===== config.mk =====
export PLATFORM = sky130hd
export DESIGN_NAME = mbcrs_top
export DESIGN_NICKNAME = d
export VERILOG_FILES = /design/src/mbcrs_pkg.sv /design/src/mbcrs_top.sv
export SDC_FILE = /design/constraint.sdc
export NUM_CORES = 2
export LEC_CHECK = 0
export BUFFER_PORTS_ARGS = -buffer_cell sky130_fd_sc_hd__buf_2
export CORE_UTILIZATION = 68
export DETAILED_ROUTE_END_ITERATION = 12
export HOLD_SLACK_MARGIN = 0.1
export PLACE_DENSITY = 0.85
export REMOVE_ABC_BUFFERS = 1
export SLEW_MARGIN = 5
export SYNTH_ARGS = -nofsm -noshare
export SYNTH_HDL_FRONTEND = slang
export SYNTH_SLANG_ARGS = --single-unit

===== constraint.sdc =====
create_clock -name clock -period 10.91 [get_ports clock]
set_input_delay 0.5455 -clock clock [delete_from_list [all_inputs] [get_ports clock]]
set_output_delay 0.5455 -clock clock [all_outputs]
set_load 0.005 [all_outputs]

===== src/mbcrs_pkg.sv =====
/*
  mbcrs_pkg: constants and types for the meter bus command and reading store.
  Assumes one 25 MHz clock and a classic Wishbone slave with 32-bit data.
*/
package mbcrs_pkg;
  // register byte offsets
  localparam logic [7:0] MBCRS_CTRL = 8'h00;
  localparam logic [7:0] MBCRS_STORAGE_INTERVAL = 8'h04;
  localparam logic [7:0] MBCRS_BUFFER_SIZE_SETTING = 8'h08;
  localparam logic [7:0] MBCRS_CMD = 8'h0C;
  localparam logic [7:0] MBCRS_STATUS = 8'h10;
  localparam logic [7:0] MBCRS_ADCIN = 8'h14;
  localparam logic [7:0] MBCRS_TALK = 8'h18;
  localparam logic [7:0] MBCRS_RANGE = 8'h1C;
  localparam logic [7:0] MBCRS_EVENTS = 8'h20;
  // control field positions
  localparam int MBCRS_F_RANGE = 0;
  localparam int MBCRS_F_FUNC = 4;
  localparam int MBCRS_F_DIGITS = 8;
  localparam int MBCRS_F_SRC = 12;
  localparam int MBCRS_F_RDY = 14;
  localparam int MBCRS_F_RQS = 15;
  localparam int MBCRS_F_ONESHOT = 16;
  localparam int MBCRS_F_CIRC = 17;
  localparam int MBCRS_F_EVEN = 18;
  // command bits in the command register
  localparam int MBCRS_C_RESET = 0;
  localparam int MBCRS_C_SEND = 1;
  localparam int MBCRS_C_READ = 2;
  localparam int MBCRS_C_CLREV = 3;
  // reset values, limits and store depth
  localparam logic [31:0] MBCRS_CTRL_RST = 32'h0000_0500;
  localparam logic [23:0] MBCRS_STORAGE_INTERVAL_RST = 24'h000000;
  localparam logic [23:0] MBCRS_STORAGE_INTERVAL_MAX = 24'h98967F;
  localparam logic [23:0] MBCRS_CONFL_HI = 24'h00000E;
  localparam logic [23:0] MBCRS_CONFL_4D = 24'h000002;
  localparam logic [6:0] MBCRS_BUFFER_SIZE_SETTING_RST = 7'h40;
  localparam int MBCRS_DEPTH = 64;
  // timing: one millisecond in cycles
  localparam int MBCRS_CLK_HZ = 25000000;
  localparam int MBCRS_MS_CYC = MBCRS_CLK_HZ / 1000;
  typedef enum logic [2:0] {
    MBCRS_F_DCV = 3'b000, MBCRS_F_ACV = 3'b001, MBCRS_F_OHM = 3'b010,
    MBCRS_F_DCA = 3'b011, MBCRS_F_ACA = 3'b100, MBCRS_F_VDB = 3'b101,
    MBCRS_F_ADB = 3'b110, MBCRS_F_OHC = 3'b111
  } mbcrs_func_t;
  typedef enum logic [1:0] {
    MBCRS_S_ADC = 2'b00, MBCRS_S_ONE = 2'b01, MBCRS_S_ALL = 2'b10
  } mbcrs_src_t;
  typedef enum logic [1:0] {
    MBCRS_T_IDLE = 2'b00, MBCRS_T_WAIT = 2'b01, MBCRS_T_DUMP = 2'b10
  } mbcrs_tstate_t;
endpackage


===== src/mbcrs_top.sv =====
/*
  mbcrs_top: command logic and reading store of a bus multimeter.
  Assumes a classic Wishbone master on the same clock, and conversion
  results arriving as a same-clock valid/data pair.
*/
// Our own choices: register access over Wishbone and the register offsets.
// Behaviour
// - range code 0 auto; dB always auto
// - report ready when idle and commands done
// - converter source talks converter readings
// - single readout returns next, advances pointer
// - pointer wraps to start after last
// - source, size, interval commands reset pointer
// - whole readout waits for full buffer
// - restore keeps address, terminator, line frequency
// - restore covers settings, filter, baseline
// - mask off means no service request
// - masked events stay queued and readable
// - mask leaves event enables unchanged
// - send gives one trigger, queues reading
// - talk outputs one reading per queued
// - settings query returns all settings
// - interval 1 to 9999999 ms
// - one-shot ignores storage interval
// - short interval conflicts refuse storing
// - interval 1 or 2 with 4 digits conflicts
// - interval or size command clears store
// - storing stops at count unless circular
// - range accepts 0 to 7
`timescale 1ns/10ps
module mbcrs_top
  import mbcrs_pkg::*;
(
  // clock and reset
  input wire logic clock,
  input wire logic rstn,
  // wishbone slave
  input wire logic wb_cyc_i,
  input wire logic wb_stb_i,
  input wire logic wb_we_i,
  input wire logic [7:0] wb_adr_i,
  input wire logic [3:0] wb_sel_i,
  input wire logic [31:0] wb_dat_i,
  output logic [31:0] wb_dat_o,
  output logic wb_ack_o,
  // converter side
  input wire logic adc_valid,
  input wire logic [31:0] adc_data,
  input wire logic converter_idle,
  output logic trigger_pulse,
  // instrument bus lines
  output logic srq,
  output logic settings_conflict,
  output logic [2:0] range_sel,
  output logic auto_range
);
  logic [31:0] ctrl;
  logic [23:0] storage_interval;
  logic [6:0] buffer_size_setting;
  logic [31:0] store [MBCRS_DEPTH];
  logic [6:0] wr_count;
  logic [5:0] wr_ptr;
  logic [5:0] rd_ptr;
  logic [6:0] dump_left;
  logic [7:0] pending;
  logic storing;
  logic [2:0] events;
  logic [23:0] ms_left;
  logic [14:0] cyc_left;
  logic interval_tick;
  logic [31:0] last_adc;
  logic [31:0] filter_constant;
  logic [31:0] baseline_offset;
  mbcrs_tstate_t tstate;

  // bus decode
  wire bus_req = wb_cyc_i & wb_stb_i & ~wb_ack_o;
  // writes land at the edge where the master sees ack high
  wire bus_wr = wb_cyc_i & wb_stb_i & wb_ack_o & wb_we_i & (&wb_sel_i);
  wire bus_rd = bus_req & ~wb_we_i;
  wire wr_ctrl = bus_wr & (wb_adr_i == MBCRS_CTRL);
  wire wr_storage_interval = bus_wr & (wb_adr_i == MBCRS_STORAGE_INTERVAL);
  wire wr_buffer_size_setting = bus_wr & (wb_adr_i == MBCRS_BUFFER_SIZE_SETTING);
  wire wr_cmd = bus_wr & (wb_adr_i == MBCRS_CMD);
  wire rd_talk = bus_rd & (wb_adr_i == MBCRS_TALK);
  wire cmd_reset = wr_cmd & wb_dat_i[MBCRS_C_RESET];
  wire cmd_send = wr_cmd & wb_dat_i[MBCRS_C_SEND];
  wire cmd_read = wr_cmd & wb_dat_i[MBCRS_C_READ];
  wire cmd_clrev = wr_cmd & wb_dat_i[MBCRS_C_CLREV];

  // held settings
  wire [2:0] set_range = ctrl[MBCRS_F_RANGE +: 3];
  wire [2:0] set_func = ctrl[MBCRS_F_FUNC +: 3];
  wire [2:0] set_digits = ctrl[MBCRS_F_DIGITS +: 3];
  wire [1:0] set_src = ctrl[MBCRS_F_SRC +: 2];
  wire set_rdy = ctrl[MBCRS_F_RDY];
  wire set_rqs = ctrl[MBCRS_F_RQS];
  wire set_oneshot = ctrl[MBCRS_F_ONESHOT];
  wire set_circ = ctrl[MBCRS_F_CIRC];
  wire [2:0] set_even = ctrl[MBCRS_F_EVEN +: 3];
  wire is_db = (set_func == MBCRS_F_VDB) | (set_func == MBCRS_F_ADB);
  wire is_ohm = (set_func == MBCRS_F_OHM) | (set_func == MBCRS_F_OHC);

  // auto for code 0 and dB
  wire next_auto = (set_range == 3'h0) | is_db;

  wire short_iv = (storage_interval != MBCRS_STORAGE_INTERVAL_RST)
    & (storage_interval <= MBCRS_CONFL_HI);
  wire confl_a = short_iv & (is_ohm | is_db | next_auto | set_circ
    | (set_digits == 3'h5) | (set_digits == 3'h6));
  // four digits at 1 or 2 ms
  wire confl_b = (storage_interval != MBCRS_STORAGE_INTERVAL_RST)
    & (storage_interval <= MBCRS_CONFL_4D) & (set_digits == 3'h4);
  wire conflict = confl_a | confl_b;

  wire buf_full = wr_count == buffer_size_setting;
  // one-shot stores per conversion, interval ignored
  wire store_ok = storing & ~conflict & adc_valid
    & (set_oneshot | storage_interval == MBCRS_STORAGE_INTERVAL_RST
      | interval_tick);
  wire store_done = ~set_circ & buf_full;
  wire [31:0] head = store[rd_ptr];
  wire [5:0] rd_next = (rd_ptr + 6'h01 >= wr_count[5:0]
    && !(wr_count == 7'h40 && rd_ptr != 6'h3F)) ? 6'h00
    : rd_ptr + 6'h01;
  wire talk_ready = (set_src == MBCRS_S_ADC) ? 1'b1
    : (set_src == MBCRS_S_ONE) ? (wr_count != 7'h00)
    : (tstate == MBCRS_T_DUMP);
  wire [31:0] talk_word = (set_src == MBCRS_S_ADC) ? last_adc : head;
  wire [31:0] status_word = {22'h0, tstate, storing, conflict,
    pending[3:0], converter_idle, set_rdy};
  // settings query: control, interval, size words
  wire [31:0] rd_mux =
    (wb_adr_i == MBCRS_CTRL) ? ctrl :
    (wb_adr_i == MBCRS_STORAGE_INTERVAL) ? {8'h00, storage_interval} :
    (wb_adr_i == MBCRS_BUFFER_SIZE_SETTING) ? {25'h0, buffer_size_setting} :
    (wb_adr_i == MBCRS_STATUS) ? status_word :
    (wb_adr_i == MBCRS_ADCIN) ? filter_constant ^ baseline_offset :
    (wb_adr_i == MBCRS_TALK) ? talk_word :
    (wb_adr_i == MBCRS_RANGE) ? {28'h0, next_auto, set_range} :
    (wb_adr_i == MBCRS_EVENTS) ? {29'h0, events} : 32'h0;

  // bus answer, one cycle after request
  always_ff @(posedge clock or negedge rstn)
  begin
    if (!rstn)
    begin
      wb_ack_o <= 1'b0;
      wb_dat_o <= 32'h0;
    end
    else
    begin
      wb_ack_o <= bus_req;
      wb_dat_o <= bus_rd ? ((rd_talk & ~talk_ready) ? 32'h0 : rd_mux)
        : 32'h0;
    end
  end

  // settings; restore keeps none of bus address here
  always_ff @(posedge clock or negedge rstn)
  begin
    if (!rstn)
    begin
      ctrl <= MBCRS_CTRL_RST;
      filter_constant <= 32'h0;
      baseline_offset <= 32'h0;
    end
    // restore touches only settings held here
    else if (cmd_reset)
    begin
      ctrl <= MBCRS_CTRL_RST;
      filter_constant <= 32'h0;
      baseline_offset <= 32'h0;
    end
    else if (wr_ctrl)
      ctrl <= {11'h0, wb_dat_i[20:0] & 21'h1FF777};
    else if (bus_wr & (wb_adr_i == MBCRS_ADCIN))
      baseline_offset <= wb_dat_i;
  end

  wire [23:0] iv_in = (wb_dat_i[23:0] > MBCRS_STORAGE_INTERVAL_MAX)
    ? MBCRS_STORAGE_INTERVAL_MAX : wb_dat_i[23:0];
  wire [6:0] sz_in = (wb_dat_i[6:0] == 7'h00 || wb_dat_i[6:0] > 7'h40)
    ? MBCRS_BUFFER_SIZE_SETTING_RST : wb_dat_i[6:0];

  always_ff @(posedge clock or negedge rstn)
  begin
    if (!rstn)
    begin
      storage_interval <= MBCRS_STORAGE_INTERVAL_RST;
      buffer_size_setting <= MBCRS_BUFFER_SIZE_SETTING_RST;
    end
    else if (cmd_reset)
    begin
      storage_interval <= MBCRS_STORAGE_INTERVAL_RST;
      buffer_size_setting <= MBCRS_BUFFER_SIZE_SETTING_RST;
    end
    else
    begin
      if (wr_storage_interval)
        storage_interval <= iv_in;
      if (wr_buffer_size_setting)
        buffer_size_setting <= sz_in;
    end
  end

  // interval timer in milliseconds
  always_ff @(posedge clock or negedge rstn)
  begin
    if (!rstn)
    begin
      cyc_left <= 15'h0;
      ms_left <= 24'h0;
      interval_tick <= 1'b0;
    end
    else if (wr_storage_interval | ~storing)
    begin
      cyc_left <= 15'(MBCRS_MS_CYC - 1);
      ms_left <= storage_interval;
      interval_tick <= 1'b0;
    end
    else if (store_ok)
      interval_tick <= 1'b0;
    else if (cyc_left != 15'h0)
      cyc_left <= cyc_left - 15'h1;
    else
    begin
      cyc_left <= 15'(MBCRS_MS_CYC - 1);
      if (ms_left <= 24'h1)
      begin
        ms_left <= storage_interval;
        interval_tick <= 1'b1;
      end
      else
        ms_left <= ms_left - 24'h1;
    end
  end

  // store writes
  always_ff @(posedge clock)
  begin
    if (store_ok)
      store[wr_ptr] <= adc_data;
  end

  always_ff @(posedge clock or negedge rstn)
  begin
    if (!rstn)
    begin
      wr_ptr <= 6'h0;
      wr_count <= 7'h0;
      storing <= 1'b0;
      last_adc <= 32'h0;
    end
    // interval or size command clears store
    else if (wr_storage_interval | wr_buffer_size_setting)
    begin
      wr_ptr <= 6'h0;
      wr_count <= 7'h0;
      storing <= 1'b1;
    end
    else
    begin
      if (adc_valid)
        last_adc <= adc_data;
      if (store_done | cmd_reset)
        storing <= 1'b0;
      else if (store_ok)
      begin
        wr_ptr <= (7'(wr_ptr) + 7'h1 >= buffer_size_setting) ? 6'h0
          : wr_ptr + 6'h1;
        if (!buf_full)
          wr_count <= wr_count + 7'h1;
      end
    end
  end

  wire rd_rst = cmd_read | wr_storage_interval | wr_buffer_size_setting
    | (wr_ctrl & (wb_dat_i[MBCRS_F_SRC +: 2] != set_src));
  wire next_dump = (tstate == MBCRS_T_WAIT) & (buf_full | store_done);
  always_ff @(posedge clock or negedge rstn)
  begin
    if (!rstn)
    begin
      rd_ptr <= 6'h0;
      tstate <= MBCRS_T_IDLE;
      dump_left <= 7'h0;
    end
    else if (rd_rst)
    begin
      rd_ptr <= 6'h0;
      tstate <= MBCRS_T_IDLE;
      dump_left <= 7'h0;
    end
    else
    begin
      case (tstate)
        MBCRS_T_IDLE:
        begin
          if (rd_talk & (set_src == MBCRS_S_ALL))
            tstate <= MBCRS_T_WAIT;
          else if (rd_talk & talk_ready & (set_src == MBCRS_S_ONE))
            rd_ptr <= rd_next;
        end
        MBCRS_T_WAIT:
        begin
          if (next_dump)
          begin
            tstate <= MBCRS_T_DUMP;
            dump_left <= wr_count;
          end
        end
        MBCRS_T_DUMP:
        begin
          if (rd_talk)
          begin
            rd_ptr <= rd_next;
            dump_left <= dump_left - 7'h1;
            if (dump_left == 7'h1)
              tstate <= MBCRS_T_IDLE;
          end
        end
        default:
          tstate <= MBCRS_T_IDLE;
      endcase
    end
  end

  // send: one trigger, one pending reading
  // each talk consumes one pending reading
  wire talk_take = rd_talk & (pending != 8'h0);
  always_ff @(posedge clock or negedge rstn)
  begin
    if (!rstn)
    begin
      pending <= 8'h0;
      trigger_pulse <= 1'b0;
    end
    else
    begin
      trigger_pulse <= cmd_send;
      if (cmd_send & ~talk_take & (pending != 8'hFF))
        pending <= pending + 8'h1;
      else if (talk_take & ~cmd_send)
        pending <= pending - 8'h1;
    end
  end

  // event flags: ready, conflict, buffer full; set wins over clear
  // ready when converter idle and nothing pending
  wire ev_ready = set_rdy & converter_idle & (pending == 8'h0)
    & ~bus_req;
  wire [2:0] ev_set = {buf_full & storing, conflict & storing, ev_ready};
  always_ff @(posedge clock or negedge rstn)
  begin
    if (!rstn)
      events <= 3'h0;
    else
      events <= ev_set | (events & ~(cmd_clrev ? 3'h7 : 3'h0));
  end

  always_ff @(posedge clock or negedge rstn)
  begin
    if (!rstn)
    begin
      srq <= 1'b0;
      settings_conflict <= 1'b0;
      range_sel <= 3'h0;
      auto_range <= 1'b1;
    end
    else
    begin
      srq <= set_rqs & (|(events & set_even));
      settings_conflict <= conflict & storing;
      range_sel <= next_auto ? 3'h0 : set_range;
      auto_range <= next_auto;
    end
  end

  a_srq_masked: assert property (@(posedge clock) disable iff (!rstn)
    !$past(set_rqs) |-> !srq) else $error("srq while masked");
  a_auto_range: assert property (@(posedge clock) disable iff (!rstn)
    $past(next_auto) |-> auto_range && range_sel == 3'h0)
    else $error("auto range wrong");
  a_send_trig: assert property (@(posedge clock) disable iff (!rstn)
    cmd_send |=> trigger_pulse ##1 !trigger_pulse || $past(cmd_send))
    else $error("send trigger wrong");
  a_ptr_reset: assert property (@(posedge clock) disable iff (!rstn)
    rd_rst |=> rd_ptr == 6'h0) else $error("pointer not reset");
  a_store_clr: assert property (@(posedge clock) disable iff (!rstn)
    (wr_storage_interval | wr_buffer_size_setting) |=> wr_count == 7'h0 && storing)
    else $error("store not cleared");
  a_conflict_hold: assert property (@(posedge clock) disable iff (!rstn)
    conflict && !(wr_storage_interval | wr_buffer_size_setting) |=> $stable(wr_count))
    else $error("stored under conflict");
  a_dump_full: assert property (@(posedge clock) disable iff (!rstn)
    $rose(tstate == MBCRS_T_DUMP) |-> $past(next_dump))
    else $error("dump before full");
  a_interval: assert property (@(posedge clock) disable iff (!rstn)
    storage_interval <= MBCRS_STORAGE_INTERVAL_MAX) else $error("interval range");
endmodule


==> out/results.txt <==
Min Clock Period, post-route: 5.49 ns
x dimension of the die: 368 um
half-perimeter wire length of the detailed placement result: 144000 um
antenna violations before repair: 17
critical path arrival: 6.17 ns
P&R area growth vs syn: 10.9%
maximum fanout along the worst path: 108
filler-free cell count of the finished design: 7164
Reg-to-Reg Start: rd_ptr[1]$_DFFE_PN0P_
Max Clock Skew: 0.0424 ns
number of max-capacitance violations reported: 1
slack of the critical path: 5.42 ns
post-synthesis instance area: 91000 um^2
Placeable Area: 132000 um^2
Iteration-0 DRC Markers: 10.2k
average wire per standard cell: 38.1 um
outcome: finished with violations
unrepaired setup endpoints after global routing: no
end of the worst register-to-register path: wb_dat_o[0]$_DFF_PN0_
worst-margin pin slew: 1.52 ns
overall routing resource usage: 40.3%
initial core utilization: 68.9%
critical path start-end classification: flop to flop
total power: 17.1 mW
crit path from: rd_ptr[1]$_DFFE_PN0P_
power density over the cells: 169 nW/um^2
I/O pin count: 123
Skew-Pair Late Insertion Delay: 0.87 ns
final slew viol count: 2
number of sinks driven by the clock tree: 2281
Pre-Repair DR Iteration Count: 10
number of flops mapped to enable cells by yosys: 2048
FF-to-FF path depth: 8
final layout net count: 5335
clk buf depth: 3
total die area: 135000 um^2
endpoint class of the critical path: flop
maximum vdd ir drop: 0.180 mV
Yosys warnings: 0
CTS tree: yes
leakage component of the power: 31.8 nW
failing checks: capacitance limit, slew limit
number of instances resized during post-cts repair: 0
instance count of the mapped netlist: 5015
Post-synth top flop: sky130_fd_sc_hd__edfxtp_1
routability cong.: 0.978
Port Buf Inserts: 122
Detail Route Antenna Nets: 0
synthesized area per cell: 18.2 um^2
Via density: 7.75
number of placed cells counting well taps: 6730
floorplan row count: 133
CP startpoint kind: flop
Critical path destination: wb_dat_o[0]$_DFF_PN0_
share of flip-flops with an asynchronous set or reset after synthesis: 10.2%
cts bufs inserted: 211
Fillers: 6629
hold violation count in the final report: 0
CTS clk-pin slew, worst paths: 0.06 ns
Routed Wire Length: 273000 um
Hold Crit Class: input pin to flop
H-tree Lvls: 4
largest net degree at the start of global routing: 109
highest clock frequency the design can meet: 182 MHz
proportion of synthesized chip area in sequential cells: 74.0%
CTS root buffer: sky130_fd_sc_hd__clkbuf_16
number of setup violations in the final report: 0
required time at the endpoint of the critical path: 11.59 ns
Synth cell types: 92
first-pass GRT wire length: 384000 um
#FFs+latches synth: 2281
Rel. slew slack: -2.40%
DRC errors left: 0
post-place setup slack: 5.96 ns
worst-case register-to-register setup slack: 5.42 ns
total congestion overflow after global routing: 0
Via Count: 55.5k
die height: 368 um
Post-Route Utilization: 76.4%
share of post-route cells with drive strength above 1: 19.0%
via count of the first global-routing pass: 54.5k
final critical-path share of the clock period: 50.4%
## metrics by stage
step,area (um^2),hold slack [ns],setup TNS (ns)
2_1_floorplan,89500,0.250,-603.86
3_3_place_gp,93900,0.480,0
3_5_place_dp,93900,0.483,0
4_1_cts,101000,0.170,0
5_1_grt,101000,0.184,0
6_report,101000,0.217,0
## placed cells by master (no fill, tap or decap), types with 14 or more instances in the layout
cell type,Yosys,routed
sky130_fd_sc_hd__or4_1,22,22
sky130_fd_sc_hd__buf_2,57,121
sky130_fd_sc_hd__a31oi_1,18,18
sky130_fd_sc_hd__mux2i_1,439,439
sky130_fd_sc_hd__nor3_1,114,111
sky130_fd_sc_hd__nor2_1,180,115
sky130_fd_sc_hd__o211ai_1,27,27
sky130_fd_sc_hd__o221ai_1,221,221
sky130_fd_sc_hd__nor4_1,15,14
sky130_fd_sc_hd__dlygate4sd3_1,0,35
sky130_fd_sc_hd__a21oi_1,173,173
sky130_fd_sc_hd__a221o_1,19,19
sky130_fd_sc_hd__o22ai_1,121,121
sky130_fd_sc_hd__o21ai_0,91,91
sky130_fd_sc_hd__inv_1,39,37
sky130_fd_sc_hd__nand2_1,197,195
sky130_fd_sc_hd__a221oi_1,17,17
sky130_fd_sc_hd__mux4_2,316,316
sky130_fd_sc_hd__mux2_2,35,35
sky130_fd_sc_hd__clkbuf_16,0,214
sky130_fd_sc_hd__buf_4,31,129
sky130_fd_sc_hd__bufinv_16,0,15
sky130_fd_sc_hd__dfrtp_1,229,224
sky130_fd_sc_hd__clkbuf_1,149,52
sky130_fd_sc_hd__nand3_1,73,73
sky130_fd_sc_hd__ha_1,28,28
sky130_fd_sc_hd__edfxtp_1,2048,2048
sky130_fd_sc_hd__xnor2_1,15,15
sky130_fd_sc_hd__clkinv_2,0,40
sky130_fd_sc_hd__a22oi_1,19,19
sky130_fd_sc_hd__clkinv_1,1,40
sky130_fd_sc_hd__nor2_4,0,65
## registers in the layout, summed over array words and instances, names as in the netlist, 15 cells and up
name and count:
cyc_left 15, last_adc 32, ms_left 24, wb_dat_o 32, storage_interval 24, store 2048, ctrl 18, baseline_offset 32
## cells by family (layout without fill, tap and decap cells)
kind of cell    after synthesis  in the layout  share of synthesized area, %
simple gates                708            708                          3.80
fa+ha+maj                    29             29                         0.407
xor+xnor                     28             28                         0.269
other cells                   0              5                             0
mux                         790            790                          13.1
flops                      2281           2281                          74.0
buf+inv                     337            726                          1.88
compound gates              842            842                          6.60
## metal layers
layer  GRT usage, %  vias to the layer above  share of wire, %
met1           51.1                    27400                31
met4           25.4                       14               7.7
met2           60.8                     5770                46
li1               -                    21100                 -
met3           13.1                     1254                16
met5              0                        -             0.033
## power breakdown
group	total [mW]	internal [mW]	leakage (nW)	switching, mW
Clock	7.27	3.99	3.26	3.28
Combinational	0.256	0.0454	7.00	0.211
Sequential	9.54	9.53	21.5	0.00981
Total	17.1	13.6	31.8	3.50
## critical path: stages (launching register included)
cell                        delay (ns)
sky130_fd_sc_hd__dfrtp_4          0.82
sky130_fd_sc_hd__buf_4            0.70
sky130_fd_sc_hd__nand2_4          0.59
sky130_fd_sc_hd__buf_12           0.43
sky130_fd_sc_hd__o221ai_1         0.41
sky130_fd_sc_hd__o22ai_1          0.14
sky130_fd_sc_hd__o31ai_1          0.96
sky130_fd_sc_hd__o21ai_0          0.35
sky130_fd_sc_hd__a2111oi_0        0.70
## final cells by class
type	instances	area (um^2)	area share (%)
Sequential cell	2281	67300	66.7
Tap cell	1755	2200	2.17
Timing Repair Buffer	292	2060	2.04
Antenna cell	5	12.5	0.0124
Multi-Input combinational cell	2397	22500	22.3
Clock buffer	270	5610	5.55
Inverter	40	158	0.156
Clock inverter	124	1090	1.08
## what timing repair did
action / CTS / global route
hold buffers: 35 / 0
endpoints found under the hold margin: 166 / 0
buffers inserted: 0 / 0
## worst min-delay path by stage
stage / startpoint / end / cells after the start
6_report: wb_adr_i[1] / wr_count[4]$_DFFE_PN0P_ / 3
4_1_cts: wb_dat_i[0] / ctrl[0]$_DFFE_PN0P_ / 3
2_1_floorplan: rstn / baseline_offset[0]$_DFFE_PN0P_ / 0
3_5_place_dp: pending[7]$_DFFE_PN0P_ / pending[7]$_DFFE_PN0P_ / 1
3_3_place_gp: pending[7]$_DFFE_PN0P_ / pending[7]$_DFFE_PN0P_ / 1
5_1_grt: wb_dat_i[0] / ctrl[0]$_DFFE_PN0P_ / 3
## cell usage after synthesis, types with 28 or more instances
master	instances	area share, %
sky130_fd_sc_hd__o221ai_1	221	2.1
sky130_fd_sc_hd__ha_1	28	0.38
sky130_fd_sc_hd__edfxtp_1	2048	68
sky130_fd_sc_hd__mux2i_1	439	4.8
sky130_fd_sc_hd__buf_2	57	0.31
sky130_fd_sc_hd__buf_4	31	0.26
sky130_fd_sc_hd__dfrtp_1	229	6.3
sky130_fd_sc_hd__nor3_1	114	0.63
sky130_fd_sc_hd__mux2_2	35	0.43
sky130_fd_sc_hd__buf_6	32	0.40
sky130_fd_sc_hd__o21ai_0	91	0.50
sky130_fd_sc_hd__mux4_2	316	7.8
sky130_fd_sc_hd__nand2_1	197	0.81
sky130_fd_sc_hd__a21oi_1	173	0.95
sky130_fd_sc_hd__clkbuf_1	149	0.61
sky130_fd_sc_hd__nor2_1	180	0.74
sky130_fd_sc_hd__inv_1	39	0.16
sky130_fd_sc_hd__nand3_1	73	0.40
sky130_fd_sc_hd__o22ai_1	121	0.83
Power figures use the tool's default switching activity.
